### config.mk
export PLATFORM = sky130hd
export DESIGN_NAME = switch_tuning_config_regs
export DESIGN_NICKNAME = d
export VERILOG_FILES = /design/src/shared/tuning_pkg.sv /design/src/tuning_field.sv /design/src/switch_tuning_config_regs.sv
export SDC_FILE = /design/constraint.sdc
export NUM_CORES = 1
export LEC_CHECK = 0
export BUFFER_PORTS_ARGS = -buffer_cell sky130_fd_sc_hd__clkbuf_2
export CELL_PAD_IN_SITES_DETAIL_PLACEMENT = 1
export CELL_PAD_IN_SITES_GLOBAL_PLACEMENT = 2
export CORE_UTILIZATION = 40
export DETAILED_ROUTE_END_ITERATION = 8
export HOLD_SLACK_MARGIN = 0.02
export MAX_ROUTING_LAYER = met4
export PLACE_DENSITY = 0.95
export SLEW_MARGIN = 25
export SYNTH_ARGS = -nofsm -noshare
export SYNTH_HDL_FRONTEND = slang
export SYNTH_HIERARCHICAL = 1
export SYNTH_SLANG_ARGS = --single-unit
### constraint.sdc
create_clock -name sys_clk -period 5.9 [get_ports sys_clk]
set_clock_uncertainty 0.2 [all_clocks]
set_input_delay 0 -clock sys_clk [delete_from_list [all_inputs] [get_ports sys_clk]]
set_output_delay 0 -clock sys_clk [all_outputs]
set_load 0.05 [all_outputs]
### src/shared/tuning_pkg.sv
// Purpose: constants for the switch tuning configuration register bank
// Assumes: 32-bit configuration dword access, byte enables per lane
// Notes:   offsets are byte addresses within configuration space
package tuning_pkg;
   localparam int          ADDR_W            = 8;
   localparam int          DATA_W            = 32;
   localparam logic [7:0]  OFS_TEST_A        = 8'h68;
   localparam logic [7:0]  OFS_TEST_B        = 8'h6c;
   localparam logic [7:0]  OFS_TIMER         = 8'h70;
   localparam logic [7:0]  OFS_OPMODE        = 8'h74;
   localparam logic [31:0] RST_TEST_A        = 32'h0400_1060;
   localparam logic [31:0] RST_TEST_B        = 32'h0000_0800;
   // timer override word fields
   localparam int          RPL_LSB           = 0;
   localparam int          RPL_W             = 12;
   localparam int          RPL_EN_BIT        = 12;
   localparam int          PM_CAP_DIS_BIT    = 13;
   localparam int          MSI_CAP_DIS_BIT   = 14;
   localparam int          ACK_LSB           = 16;
   localparam int          ACK_W             = 14;
   localparam int          ACK_EN_BIT        = 30;
   localparam int          VGA_BIT           = 31;
   localparam logic [11:0] RST_RPL           = 12'h000;
   localparam logic [13:0] RST_ACK           = 14'h0000;
   localparam logic        RST_VGA           = 1'b1;
   // operation mode fields
   localparam int          SF_BIT            = 0;
   localparam int          CT_LSB            = 1;
   localparam int          ARB_BIT           = 3;
   localparam int          CRD_BIT           = 4;
   localparam int          EGR_BIT           = 5;
   localparam int          TAG_BIT           = 6;
   localparam logic [1:0]  RST_CT            = 2'h1;
   // built-in timer defaults used when no override is enabled
   localparam logic [11:0] DEF_RPL           = 12'h100;
   localparam logic [13:0] DEF_ACK           = 14'h0040;
   // width in bits of the cut-through threshold code field
   localparam int          CT_LEAD_W         = 2;
endpackage

### src/tuning_field.sv
// Purpose: one byte-enabled read-write register field with a loadable default
// Assumes: load and write never matter in the same cycle beyond load priority
// Notes:   default load replaces the reset value (smbus or eeprom source)
module tuning_field #(
   parameter int          W   = 32,
   parameter logic [31:0] RST = 32'h0
) (
   input  wire logic          sys_clk,
   input  wire logic          rst,
   input  wire logic          wr,
   input  wire logic [3:0]    be,
   input  wire logic [31:0]   wdata,
   input  wire logic          load,
   input  wire logic [31:0]   ldata,
   output logic      [W-1:0]  q
);
   if (W < 1 || W > 32) begin : g_width_check
      $error("tuning_field width out of range");
   end

   typedef struct packed {
      logic [W-1:0] val;
   } field_state_t;

   field_state_t state;
   field_state_t next_state;
   logic [31:0]  cur;
   logic [31:0]  merged;

   always_comb begin
      cur = 32'h0;
      cur[W-1:0] = state.val;
      merged = cur;
      for (int i = 0; i < 4; i++) begin
         if (be[i]) begin
            merged[i*8 +: 8] = wdata[i*8 +: 8];
         end
      end
      next_state = state;
      if (load) begin
         next_state.val = ldata[W-1:0];
      end else if (wr) begin
         next_state.val = merged[W-1:0];
      end
   end

   always_ff @(posedge sys_clk or posedge rst) begin
      if (rst) begin
         state.val <= RST[W-1:0];
      end else begin
         state <= next_state;
      end
   end

   assign q = state.val;
endmodule

### src/switch_tuning_config_regs.sv
// Purpose: configuration registers tuning forwarding and link-layer timers
// Assumes: config accesses are dword, one cycle strobes, synchronous to sys_clk
// Notes:   read data answers one cycle after the read strobe
//
// Function
// - a 12-bit read-write user replay timeout sits in bits 11:0 of the timer word, reset zero.
// - with the replay enable bit set, the programmed value is the replay timeout; enable resets 0.
// - a 14-bit read-write user ack latency sits in bits 29:16 of the timer word, reset zero.
// - with bit 30 set, the programmed value is the ack latency; enable resets zero.
// - reset defaults of the tuning fields may be replaced by smbus or eeprom loaded values.
// - bit 31 of the timer word is a read-only legacy video decode enable reading one.
// - store-and-forward bit set means whole packets first, clear means cut-through; reset 0.
// - threshold code 00 starts at the midpoint, 01/10/11 start 1/2/3 cycles earlier; reset 01.
// - arbitration bit set holds the granted port while its request pends despite low credit.
// - arbitration bit clear moves to a requesting port with enough credit; reset setting.
// - credit mode bit set releases freed credits of all types together per update.
// - credit mode bit clear, the reset value, releases credits per type per update.
// - egress ordering bit set applies ordering across egress ports; reset zero.
// - completion tag ordering bit set orders completions with different tags; reset zero.
// - test control word a at 68h is read-write 32 bits, reset 0400_1060h.
// - test control word b at 6ch is read-write 32 bits, reset 0000_0800h.
module switch_tuning_config_regs (
   input  wire logic                       sys_clk,
   input  wire logic                       rst,
   input  wire logic                       cfg_wr,
   input  wire logic                       cfg_rd,
   input  wire logic [tuning_pkg::ADDR_W-1:0] cfg_addr,
   input  wire logic [3:0]                 cfg_be,
   input  wire logic [tuning_pkg::DATA_W-1:0] cfg_wdata,
   input  wire logic                       dflt_load,
   input  wire logic [tuning_pkg::ADDR_W-1:0] dflt_addr,
   input  wire logic [tuning_pkg::DATA_W-1:0] dflt_data,
   output logic      [tuning_pkg::DATA_W-1:0] cfg_rdata,
   output logic                            cfg_rvalid,
   output logic      [11:0]                replay_timeout,
   output logic      [13:0]                ack_latency,
   output logic                            store_forward,
   output logic      [1:0]                 ct_lead_cycles,
   output logic                            arb_hold_grant,
   output logic                            credit_all_types,
   output logic                            egress_ordering,
   output logic                            cpl_tag_ordering,
   output logic                            vga_decode_en,
   output logic      [31:0]                test_ctrl_a,
   output logic      [31:0]                test_ctrl_b
);
   import tuning_pkg::*;

   // ************************************************************
   // register fields
   // ************************************************************
   logic        wr_a;
   logic        wr_b;
   logic        wr_t;
   logic        wr_m;
   logic        ld_a;
   logic        ld_b;
   logic        ld_t;
   logic        ld_m;
   logic [31:0] q_a;
   logic [31:0] q_b;
   logic [31:0] q_t;
   logic [6:0]  q_m;
   logic [31:0] rd_word;
   logic [31:0] timer_wr_word;
   logic [31:0] timer_ld_word;

   assign wr_a = cfg_wr && cfg_addr == OFS_TEST_A;
   assign wr_b = cfg_wr && cfg_addr == OFS_TEST_B;
   assign wr_t = cfg_wr && cfg_addr == OFS_TIMER;
   assign wr_m = cfg_wr && cfg_addr == OFS_OPMODE;
   assign ld_a = dflt_load && dflt_addr == OFS_TEST_A;
   assign ld_b = dflt_load && dflt_addr == OFS_TEST_B;
   assign ld_t = dflt_load && dflt_addr == OFS_TIMER;
   assign ld_m = dflt_load && dflt_addr == OFS_OPMODE;

   tuning_field #(.W(32), .RST(RST_TEST_A)) u_test_a (
      .sys_clk (sys_clk),
      .rst     (rst),
      .wr      (wr_a),
      .be      (cfg_be),
      .wdata   (cfg_wdata),
      .load    (ld_a),
      .ldata   (dflt_data),
      .q       (q_a)
   );

   tuning_field #(.W(32), .RST(RST_TEST_B)) u_test_b (
      .sys_clk (sys_clk),
      .rst     (rst),
      .wr      (wr_b),
      .be      (cfg_be),
      .wdata   (cfg_wdata),
      .load    (ld_b),
      .ldata   (dflt_data),
      .q       (q_b)
   );

   // timer word: bits 13,14 are read-only capability disables, loadable only
   tuning_field #(.W(32), .RST({RST_VGA, 1'b0, RST_ACK, 3'h0, 1'b0, RST_RPL})) u_timer (
      .sys_clk (sys_clk),
      .rst     (rst),
      .wr      (1'b0),
      .be      (4'h0),
      .wdata   (32'h0),
      .load    (ld_t || wr_t),
      .ldata   (ld_t ? timer_ld_word : timer_wr_word),
      .q       (q_t)
   );

   always_comb begin
      // reserved bit 15 stays zero even when a loaded default sets it
      timer_ld_word     = dflt_data;
      timer_ld_word[15] = 1'b0;
      timer_wr_word = q_t;
      for (int i = 0; i < 4; i++) begin
         if (cfg_be[i]) begin
            timer_wr_word[i*8 +: 8] = cfg_wdata[i*8 +: 8];
         end
      end
      // software may not alter read-only bits
      timer_wr_word[PM_CAP_DIS_BIT]  = q_t[PM_CAP_DIS_BIT];
      timer_wr_word[MSI_CAP_DIS_BIT] = q_t[MSI_CAP_DIS_BIT];
      timer_wr_word[15]              = 1'b0;
      timer_wr_word[VGA_BIT]         = q_t[VGA_BIT];
   end

   tuning_field #(.W(7), .RST({25'h0, 4'h0, RST_CT, 1'b0})) u_opmode (
      .sys_clk (sys_clk),
      .rst     (rst),
      .wr      (wr_m),
      .be      (cfg_be),
      .wdata   (cfg_wdata),
      .load    (ld_m),
      .ldata   (dflt_data),
      .q       (q_m)
   );

   // ************************************************************
   // state: read port and decoded controls, all registered
   // ************************************************************
   typedef struct packed {
      logic [31:0] rdata;
      logic        rvalid;
      logic [11:0] rpl;
      logic [13:0] ack;
      logic        sf;
      logic [1:0]  lead;
      logic        arb;
      logic        crd;
      logic        egr;
      logic        tag;
      logic        vga;
      logic [31:0] ta;
      logic [31:0] tb;
   } regs_state_t;

   regs_state_t state;
   regs_state_t next_state;

   always_comb begin
      case (cfg_addr)
         OFS_TEST_A: rd_word = q_a;
         OFS_TEST_B: rd_word = q_b;
         OFS_TIMER:  rd_word = q_t;
         OFS_OPMODE: rd_word = {25'h0, q_m};
         default:    rd_word = 32'h0;
      endcase
   end

   always_comb begin
      next_state        = state;
      next_state.rvalid = cfg_rd;
      next_state.rdata  = cfg_rd ? rd_word : 32'h0;
      next_state.rpl = q_t[RPL_EN_BIT] ? q_t[RPL_LSB +: RPL_W] : DEF_RPL;
      next_state.ack = q_t[ACK_EN_BIT] ? q_t[ACK_LSB +: ACK_W] : DEF_ACK;
      next_state.sf   = q_m[SF_BIT];
      next_state.lead = q_m[CT_LSB +: CT_LEAD_W];
      next_state.arb  = q_m[ARB_BIT];
      next_state.crd  = q_m[CRD_BIT];
      next_state.egr  = q_m[EGR_BIT];
      next_state.tag  = q_m[TAG_BIT];
      next_state.vga  = q_t[VGA_BIT];
      next_state.ta   = q_a;
      next_state.tb   = q_b;
   end

   always_ff @(posedge sys_clk or posedge rst) begin
      if (rst) begin
         state      <= '0;
         state.rpl  <= DEF_RPL;
         state.ack  <= DEF_ACK;
         state.lead <= RST_CT;
         state.vga  <= RST_VGA;
         state.ta   <= RST_TEST_A;
         state.tb   <= RST_TEST_B;
      end else begin
         state <= next_state;
      end
   end

   assign cfg_rdata        = state.rdata;
   assign cfg_rvalid       = state.rvalid;
   assign replay_timeout   = state.rpl;
   assign ack_latency      = state.ack;
   assign store_forward    = state.sf;
   assign ct_lead_cycles   = state.lead;
   assign arb_hold_grant   = state.arb;
   assign credit_all_types = state.crd;
   assign egress_ordering  = state.egr;
   assign cpl_tag_ordering = state.tag;
   assign vga_decode_en    = state.vga;
   assign test_ctrl_a      = state.ta;
   assign test_ctrl_b      = state.tb;

   // ************************************************************
   // assertions
   // ************************************************************
   property p_rpl_user;
      @(posedge sys_clk) disable iff (rst)
      q_t[RPL_EN_BIT] && !ld_t && !wr_t |=> ##1 replay_timeout == $past(q_t[11:0], 2);
   endproperty
   a_rpl_user: assert property (p_rpl_user) else $error("replay override not used");

   property p_rpl_dflt;
      @(posedge sys_clk) disable iff (rst)
      !q_t[RPL_EN_BIT] |=> replay_timeout == DEF_RPL;
   endproperty
   a_rpl_dflt: assert property (p_rpl_dflt) else $error("replay default not used");

   property p_ack_user;
      @(posedge sys_clk) disable iff (rst)
      q_t[ACK_EN_BIT] |=> ack_latency == $past(q_t[29:16]);
   endproperty
   a_ack_user: assert property (p_ack_user) else $error("ack override not used");

   property p_ack_dflt;
      @(posedge sys_clk) disable iff (rst)
      !q_t[ACK_EN_BIT] |=> ack_latency == DEF_ACK;
   endproperty
   a_ack_dflt: assert property (p_ack_dflt) else $error("ack default not used");

   property p_vga_ro;
      @(posedge sys_clk) disable iff (rst)
      wr_t && !ld_t |=> q_t[VGA_BIT] == $past(q_t[VGA_BIT]);
   endproperty
   a_vga_ro: assert property (p_vga_ro) else $error("vga bit changed by write");

   property p_wr_a;
      @(posedge sys_clk) disable iff (rst)
      wr_a && !ld_a && cfg_be == 4'hf |=> ##1 test_ctrl_a == $past(cfg_wdata, 2);
   endproperty
   a_wr_a: assert property (p_wr_a) else $error("test word a write lost");

   property p_rd_b;
      @(posedge sys_clk) disable iff (rst)
      cfg_rd && cfg_addr == OFS_TEST_B |=> cfg_rvalid && cfg_rdata == $past(q_b);
   endproperty
   a_rd_b: assert property (p_rd_b) else $error("test word b read wrong");

   property p_mode;
      @(posedge sys_clk) disable iff (rst)
      wr_m && !ld_m && cfg_be[0] |=> ##1 store_forward == $past(cfg_wdata[SF_BIT], 2)
         && ct_lead_cycles == $past(cfg_wdata[2:1], 2) && arb_hold_grant == $past(cfg_wdata[3], 2);
   endproperty
   a_mode: assert property (p_mode) else $error("mode controls not following write");

   property p_ld;
      @(posedge sys_clk) disable iff (rst)
      ld_m |=> ##1 credit_all_types == $past(dflt_data[CRD_BIT], 2)
         && egress_ordering == $past(dflt_data[EGR_BIT], 2)
         && cpl_tag_ordering == $past(dflt_data[TAG_BIT], 2);
   endproperty
   a_ld: assert property (p_ld) else $error("default load not applied");

   c_wr_timer: cover property (@(posedge sys_clk) disable iff (rst) wr_t);
   c_ld_mode:  cover property (@(posedge sys_clk) disable iff (rst) ld_m);
   c_sf_on:    cover property (@(posedge sys_clk) disable iff (rst) store_forward);
   c_rd_a:     cover property (@(posedge sys_clk) disable iff (rst) cfg_rd && cfg_addr == OFS_TEST_A);
endmodule

==> results by group, run 1 <==
Synthesis
  • Mapped Area: 0.01216 mm²
  • Post-synthesis area per instance: 11.65 µm²
  • Synth unique cells: 37
  • Mapped Cells: 1044
  • Count of state elements after synthesis: 234
  • Sequential-to-total area share from yosys stat: 48.31%
  • YS warnings: 6

Pwr
  • Static leakage: 6.707 nW
  • Max VDD drop: 0.1819 mV
  • PD cells: 296.9 mW/mm²

STA
  • Max Clock Freq: 285.4 MHz
  • Final min period: 3.504 ns
  • Slew @ Worst Pin: 1.096 ns
  • Final setup fails: 0
  • Setup TNS: 0 ns
  • Hold WS: 0.03767 ns
  • Max Slew Vio Count: 0
  • Tcrit/Tclk final: 59.39%
  • Worst relative slew slack: 26.74%
  • Final hold violations: 0
  • RSZ-0062 raised after global routing: no

Clock network
  • Worst skew pair latency: 0.53 ns
  • # resized after CTS: 0
  • TritonCTS Buffers: 25
  • CTS hold repair buffers: 129
  • # clock sinks: 234
  • CTS tree: built
  • CTS H-Tree Depth: 1
  • Clock Path Buffers: 3
  • Clk pin slew, worst setup/hold paths: 0.07 ns
  • Number of setup buffers added after CTS: 0
  • Clock Tree Root: clkbuf_16

Detailed routing
  • Via/cell ratio: 5.740
  • Drt first pass iters: 6
  • Final wirelength: 43830 µm
  • Routed Antenna Nets: 0
  • DRC: 0
  • Initial DRC count: 801
  • Avg WL per Cell: 24.67 µm
  • Via Count: 10.20k

Cells and area
  • Layout cells sized above 1: 34.82%
  • Final non-filler cell total: 1777
  • Commonest non-fill, non-tap cells in the layout: clkbuf_2 (219), dfrtp_1 (218), dlygate4sd3_1 (130), inv_1 (108), nand2_1 (106)
  • Fillers: 3214
  • Diode count: 0
  • Layout area overhead: 28.72%
  • Commonest non-fill, non-tap cell in the layout: clkbuf_2
  • Layout Nets: 1458

GRT
  • Initial antenna violation count: 0
  • Largest net degree at the start of global routing: 97
  • GRT Resource Usage Total: 29.03%
  • First-pass GRT wire length: 66790 µm
  • Total gr overflow: 0
  • Vias in the first global route: 10.97k

Setup path
  • Worst r2r dst: cfg_rdata[8]
  • CP required: 6.11 ns
  • Crit Path Class: in -> reg
  • Worst path cell trace: dlygate4sd3_1, clkbuf_2, nor3b_4, buf_4, nand2_1, nor2_4, and2_4, o311ai_2, dlygate4sd3_1
  • Crit path capture type: flop
  • Most frequent CP cell: dlygate4sd3_1
  • R2R setup slack: 3.82 ns
  • Type of origin of the critical path: input port
  • Reg-to-Reg Start: u_test_b/q[8]
  • Worst Path Arrival: 3.71 ns
  • CP max FO: 36
  • Slowest stage delay, CP: 0.86 ns
  • CP max stage cell: nor2_4
  • R2R cell count: 4

Floorplan
  • Die Width: 176.4 µm
  • Core area: 0.02980 mm²
  • Die ar.: 0.03111 mm²
  • Placement Rows: 63
  • Die height: 176.4 µm
  • Initial Utilization: 40.82%
  • I/O pin cnt: 220

Status
  • Status: finished, final reports clean

Placed design
  • Hpwl dp: 26500 µm
  • GPL Wtd Cong: 0.9017
  • Placed cells: 1599
  • IO buf count: 219

Min path
  • Min-Delay Endpoint: u_test_a/q[16]
  • Hold Crit Depth: 3
  • Hold Crit Class: in -> reg
  • Min-delay src: cfg_be[2]

Flow run
  • Total of max-cap violations: 0
[cell usage after synthesis]
cell,count,area share [%]
nor2_1,7,0.22
nand3b_1,5,0.31
o21ai_0,30,1.2
clkbuf_4,1,0.062
nand3_1,31,1.3
nor3_1,1,0.041
nand2b_1,4,0.21
clkbuf_2,3,0.12
a41o_1,1,0.082
mux2_2,61,5.6
conb_1,1,0.031
or4b_4,1,0.11
inv_1,109,3.4
and2_1,24,1.2
nor2b_1,2,0.10
nor4_4,1,0.17
a31oi_1,5,0.26
a21oi_1,25,1.0
dfstp_2,16,3.5
buf_2,31,1.3
o2111ai_1,1,0.072
dfrtp_1,218,45
or3_1,1,0.051
clkbuf_1,34,1.0
nor4b_1,1,0.072
nand2_1,106,3.3
nor4_1,1,0.051
buf_6,34,3.1
buf_4,3,0.19
and3b_1,61,4.4
nand4b_1,103,7.4
nor3b_1,1,0.062
o311ai_2,103,14
mux2_1,2,0.19
and2_4,13,0.94
nor3b_2,1,0.10
a32oi_1,2,0.14
[power by group]
part / switching, mW / internal [mW]
clock: 0.679 / 1.10
combinational: 0.590 / 0.333
sequential: 0.162 / 1.78
total: 1.43 / 3.22
[flip-flops by register name, indices dropped and copies added (netlist names), 7 cells and up]
name,cells
cfg_rdata,32
ack_latency,14
test_ctrl_a,32
u_test_b/q,32
u_opmode/q,7
test_ctrl_b,32
u_timer/q,32
u_test_a/q,32
replay_timeout,12
[worst max path at each step]
stage	startpoint	slack, ns	end
final	cfg_addr[2]	2.40	u_test_b/q[28]
after CTS	cfg_addr[2]	2.46	u_test_b/q[23]
after floorplan	rst	2.22	ack_latency[0]
after global routing	cfg_addr[2]	2.35	u_test_b/q[28]
after detailed placement	cfg_addr[3]	2.95	u_timer/q[18]
after global placement	cfg_addr[2]	3.13	u_test_b/q[31]
[worst max-delay path: cells and delay by family]
family          cells  cell delay (ns)
compound gates      1             0.10
buf+inv             4             1.88
simple gates        4             1.72
[kinds of logic (layout without fill, tap and decap cells)]
logic type / count (synthesis) / in the layout / synth area share (%)
AND/OR/NAND/NOR: 364 / 364 / 20.03
flip-flops: 234 / 234 / 48.31
buffers and inverters: 215 / 521 / 9.207
AO/OA/AOI/OAI: 167 / 167 / 16.59
multiplexers: 63 / 63 / 5.833
other: 1 / 38 / 0.03083
[cell type report]
type,instances,area (µm²),share of cell area [%]
clock inverters,10,203.9,1.303
clock buffers,35,713.2,4.555
well taps,390,488.0,3.117
flip-flops and latches,234,5876,37.53
inverters,109,414.1,2.645
repair buffers,367,2580,16.48
multi-input cells,632,5381,34.37
[stage by stage]
stage	util [%]	cell area, µm²	setup slack, ns	power (mW)
after floorplan	-	12300	2.217	2.498
after global placement	44.86	13370	3.133	2.745
after detailed placement	44.86	13370	2.946	2.772
after CTS	52.28	15580	2.460	4.620
after global routing	52.54	15660	2.351	4.786
final	52.54	15660	2.396	4.649
[routing by layer]
layer  GRT usage [%]  up-vias  part of all wire, %
met1           36.50     5231                   41
li1                -     4343                    -
met2           47.19      490                   49
met4           11.67        0                  3.8
met3           4.027      136                  6.4
met5               -        -                    0
Note: power is estimated with default switching activity, not from simulation.
==> run 2, diff against run 1 <==
Settings changed: CORE_UTILIZATION 40 to 37, PLACE_DENSITY 0.95 to 0.91.
Clock period 5.9 ns to 3.6 ns, I/O delays scaled along.
==> results by group, run 2 (synthesis results as in run 1) <==
Clock network
  • Clk pin slew, worst setup/hold paths: 0.06 ns
  • CTS tree: built
  • TritonCTS Buffers: 26
  • Worst skew pair latency: 0.54 ns
  • Clock Path Buffers: 3
  • # clock sinks: 234
  • Clock Tree Root: clkbuf_16
  • Number of setup buffers added after CTS: 0
  • CTS H-Tree Depth: 1

Placed design
  • Hpwl dp: 27680 µm
  • IO buf count: 219
  • GPL Wtd Cong: 0.8541

Cells and area
  • Layout area overhead: 32.00%
  • Commonest non-fill, non-tap cells in the layout: clkbuf_2 (219), dfrtp_1 (218), dlygate4sd3_1 (158), inv_1 (108), nand2_1 (106)
  • Commonest non-fill, non-tap cell in the layout: clkbuf_2
  • Layout Nets: 1493
  • Layout cells sized above 1: 34.69%

STA
  • Slew @ Worst Pin: 0.8187 ns
  • RSZ-0062 raised after global routing: no
  • Final hold violations: 0
  • Final setup fails: 0
  • Final min period: 3.293 ns
  • Worst relative slew slack: 45.42%
  • Tcrit/Tclk final: 91.48%
  • Setup TNS: 0 ns
  • Max Slew Vio Count: 0
  • Max Clock Freq: 303.6 MHz

GRT
  • Total gr overflow: 0
  • GRT Resource Usage Total: 28.02%
  • First-pass GRT wire length: 69390 µm
  • Largest net degree at the start of global routing: 97
  • Initial antenna violation count: 3
  • Vias in the first global route: 11.10k

Min path
  • Min-Delay Endpoint: cfg_rvalid
  • Hold Crit Depth: 2
  • Min-delay src: cfg_rd
  • Hold Crit Class: in -> reg

Floorplan
  • Die height: 183.3 µm
  • I/O pin cnt: 220
  • Die Width: 183.3 µm
  • Die ar.: 0.03360 mm²
  • Placement Rows: 66
  • Initial Utilization: 37.48%
  • Core area: 0.03245 mm²

Setup path
  • Slowest stage delay, CP: 0.62 ns
  • Worst path bufs/invs: 6
  • CP max stage cell: dlygate4sd3_1
  • Crit path capture type: flop
  • Worst path cell trace: dlygate4sd3_1, clkbuf_2, nand2b_1, nor4_2, dlygate4sd3_1, buf_12, nand4b_1, dlygate4sd3_1, o311ai_2, dlygate4sd3_1
  • Type of origin of the critical path: input port
  • Worst Path Arrival: 3.51 ns
  • Reg-to-Reg Start: u_test_a/q[21]
  • CP max FO: 96
  • Top delay family on crit path: buffers and inverters
  • CP required: 3.81 ns
  • R2R setup slack: 1.81 ns
  • R2R cell count: 3
  • Most frequent CP cell: dlygate4sd3_1
  • Crit Path Class: in -> reg
  • Worst r2r dst: u_test_a/q[21]

Status
  • Status: finished, final reports clean

Detailed routing
  • Initial DRC count: 833
  • Routed Antenna Nets: 0
  • Via Count: 10.35k
  • Final wirelength: 45310 µm
  • DRC: 0
  • Via/cell ratio: 5.540
  • Avg WL per Cell: 24.26 µm
  • Drt first pass iters: 5

Pwr
  • Clock power frac: 37.9%
  • Static leakage: 6.773 nW
  • Internal power: 5.164 mW
  • PD cells: 470.1 mW/mm²
  • Power Total: 7.547 mW
  • Net Sw Frac: 31.57%
  • Net Sw Power: 2.383 mW
  • Flop pwr share: 42.0%
  • Combinational share of power: 20.2%
  • Max VDD drop: 0.2604 mV

Flow run
  • Total of max-cap violations: 0
run 2: routing by layer:
| layer | global-route usage (%) | vias to the layer above | wire length, µm |
|---|---|---|---|
| met5 | - | - | 0 |
| li1 | - | 4420 | - |
| met1 | 35.24 | 5292 | 18890 |
| met3 | 3.674 | 141 | 2472 |
| met2 | 44.18 | 495 | 21670 |
| met4 | 14.53 | 0 | 2281 |
run 2: cell type report:
class / instances / area [µm²]
diodes: 2 / 5.005
clock buffers: 35 / 755.7
clock inverters: 13 / 152.6
fillers: 3531 / 16400
inverters: 109 / 412.9
multi-input cells: 632 / 5381
flip-flops and latches: 234 / 5876
well taps: 442 / 553.0
repair buffers: 401 / 2919
run 2: worst max path at each step:
| stage | start | end | slack [ns] | cells after the start |
|---|---|---|---|---|
| 5_1_grt | dflt_addr[4] | u_test_a/q[25] | 0.21 | 10 |
| 4_1_cts | dflt_addr[4] | u_test_a/q[18] | 0.36 | 10 |
| 3_5_place_dp | dflt_addr[1] | u_timer/q[22] | 1.18 | 7 |
| 2_1_floorplan | dflt_addr[1] | u_timer/q[11] | 1.53 | 8 |
| 6_report | dflt_addr[4] | u_test_a/q[10] | 0.31 | 10 |
| 3_3_place_gp | dflt_addr[1] | u_timer/q[9] | 1.24 | 7 |
run 2: per-stage QoR:
stage	hold slack [ns]	area, µm²	setup slack (ns)	utilization (%)	cells
after CTS	0.02079	16050	0.3624	49.44	1866
after floorplan	-0.3973	12310	1.529	-	1081
final	0.04255	16060	0.3066	49.47	1868
after global routing	0.04729	16060	0.2091	49.47	1868
after global placement	-0.1713	13530	1.245	41.69	1659
after detailed placement	-0.1681	13560	1.184	41.77	1660
run 2: power by group through the flow:
stage	sequential (mW)	combinational [mW]	clock, mW
finish	3.17	1.52	2.86
global route	3.19	1.60	2.99
CTS	3.16	1.48	2.88
detailed placement	3.20	1.33	0
global placement	3.19	1.30	0
floorplan	3.54	0.550	0
run 2: repair_timing:
| action | CTS | global route |
|---|---|---|
| endpoints found under the setup margin | 0 | 0 |
| gates resized for setup | 0 | 0 |
| hold endpoints to repair | 361 | 0 |
| hold buffers | 158 | 0 |
==> run 3, diff against run 2 <==
Settings changed: HOLD_SLACK_MARGIN 0.02 to 0.08.
==> results by group, run 3 (synthesis results as in run 1) <==
Detailed routing
  • Drt first pass iters: 5
  • Final wirelength: 46320 µm
  • Avg WL per Cell: 24.48 µm
  • Via Count: 10.54k
  • Routed Antenna Nets: 0
  • DRC: 0
  • Via/cell ratio: 5.569
  • Initial DRC count: 842

STA
  • Final min period: 3.539 ns
  • Max Slew Vio Count: 0
  • Setup TNS: 0 ns
  • Final hold violations: 0
  • Tcrit/Tclk final: 98.31%
  • Hold WS: 0.06615 ns
  • Worst relative slew slack: 46.93%
  • Slew @ Worst Pin: 0.7961 ns
  • Final setup fails: 0
  • RSZ-0062 raised after global routing: no
  • Max Clock Freq: 282.5 MHz
  • Worst setup margin: 0.06073 ns

GRT
  • Largest net degree at the start of global routing: 97
  • First-pass GRT wire length: 70810 µm
  • Vias in the first global route: 11.43k
  • Total gr overflow: 0
  • GRT Resource Usage Total: 28.58%
  • Initial antenna violation count: 4

Floorplan
  • Core area: 0.03245 mm²
  • Die ar.: 0.03360 mm²
  • I/O pin cnt: 220
  • Die Width: 183.3 µm
  • Placement Rows: 66
  • Initial Utilization: 37.48%
  • Die height: 183.3 µm

Pwr
  • Max VDD drop: 0.2661 mV
  • Power Total: 7.584 mW
  • Static leakage: 6.826 nW
  • PD cells: 465.5 mW/mm²

Clock network
  • Clk pin slew, worst setup/hold paths: 0.06 ns
  • Clock Path Buffers: 3
  • Clock Tree Root: clkbuf_16
  • Number of setup buffers added after CTS: 0
  • # clock sinks: 234
  • CTS tree: built
  • Worst skew pair latency: 0.55 ns
  • TritonCTS Buffers: 26
  • CTS H-Tree Depth: 1

Min path
  • Hold Crit Class: in -> reg

Cells and area
  • Commonest non-fill, non-tap cell in the layout: clkbuf_2
  • Post-layout util: 50.20%
  • Layout cells sized above 1: 34.14%
  • Final non-filler cell total: 1892
  • Layout Nets: 1516
  • Design area: 0.01629 mm²
  • Commonest non-fill, non-tap cells in the layout: clkbuf_2 (219), dfrtp_1 (218), dlygate4sd3_1 (181), inv_1 (108), nand2_1 (106)
  • Layout area overhead: 33.95%

Setup path
  • Worst Path Arrival: 3.81 ns
  • Crit Path Class: in -> reg
  • CP max FO: 31
  • R2R setup slack: 1.86 ns
  • CP required: 3.87 ns
  • Type of origin of the critical path: input port
  • Crit path capture type: flop

Placed design
  • Pre-CTS setup slack: 1.184 ns
  • IO buf count: 219
  • Area after DPL: 0.01356 mm²
  • GPL Wtd Cong: 0.8541
  • Hpwl dp: 27680 µm
  • Placed cells: 1660

Flow run
  • Total of max-cap violations: 0

Status
  • Status: finished, final reports clean
[run 3: cell types whose count changed in the layout (fill, tap and decap cells not counted), sizes merged]
| cell | delta |
|---|---|
| diode | +1 |
| dlygate4sd3 | +23 |
[run 3: cell type report]
type	count	area, µm²
clock inverter	13	152.6
sequential	234	5876
antenna	3	7.507
multi-input combinational	632	5381
tap	442	553.0
timing repair buffer	424	3153
inverter	109	412.9
clock buffer	35	755.7
fill	3509	16160
[run 3: path summary, 6_finish.rpt]
kind | depth (start not counted) | start | endpoint
max | 10 | cfg_addr[1] | u_test_a/q[22]
min | 6 | dflt_addr[3] | u_test_b/q[6]
max reg2reg | 3 | u_test_a/q[26] | u_test_a/q[26]
min reg2reg | 0 | u_opmode/q[1] | ct_lead_cycles[0]
max in group asynchronous | 6 | rst | u_test_a/q[12]
min in group asynchronous | 5 | rst | store_forward
[run 3: what timing repair did]
item	4_1_cts	5_1_grt
hold buffers	181	0
endpoints found under the setup margin	0	2
endpoints found under the hold margin	361	0
resized for setup	0	1
[run 3: worst max-delay path, stage by stage]
cell           delay [ns]
dlygate4sd3_1        0.58
clkbuf_2             0.20
nor4b_2              0.32
dlygate4sd3_1        0.61
nor3b_2              0.26
buf_6                0.35
nand4b_1             0.17
dlygate4sd3_1        0.63
o311ai_2             0.07
dlygate4sd3_1        0.60
[run 3: metal layers]
layer / track usage (%) / routed length [µm] / vias to the layer above
li1: - / - / 4467
met1: 34.91 / 18710 / 5361
met2: 45.64 / 22360 / 531
met3: 4.309 / 2916 / 178
met4: 15.40 / 2336 / 0
met5: - / 0 / -
[run 3: power breakdown]
group | internal (mW) | total (mW) | switching (mW)
clock | 1.69 | 2.86 | 1.17
sequential | 2.92 | 3.17 | 0.255
combinational | 0.574 | 1.55 | 0.974
total | 5.18 | 7.58 | 2.40
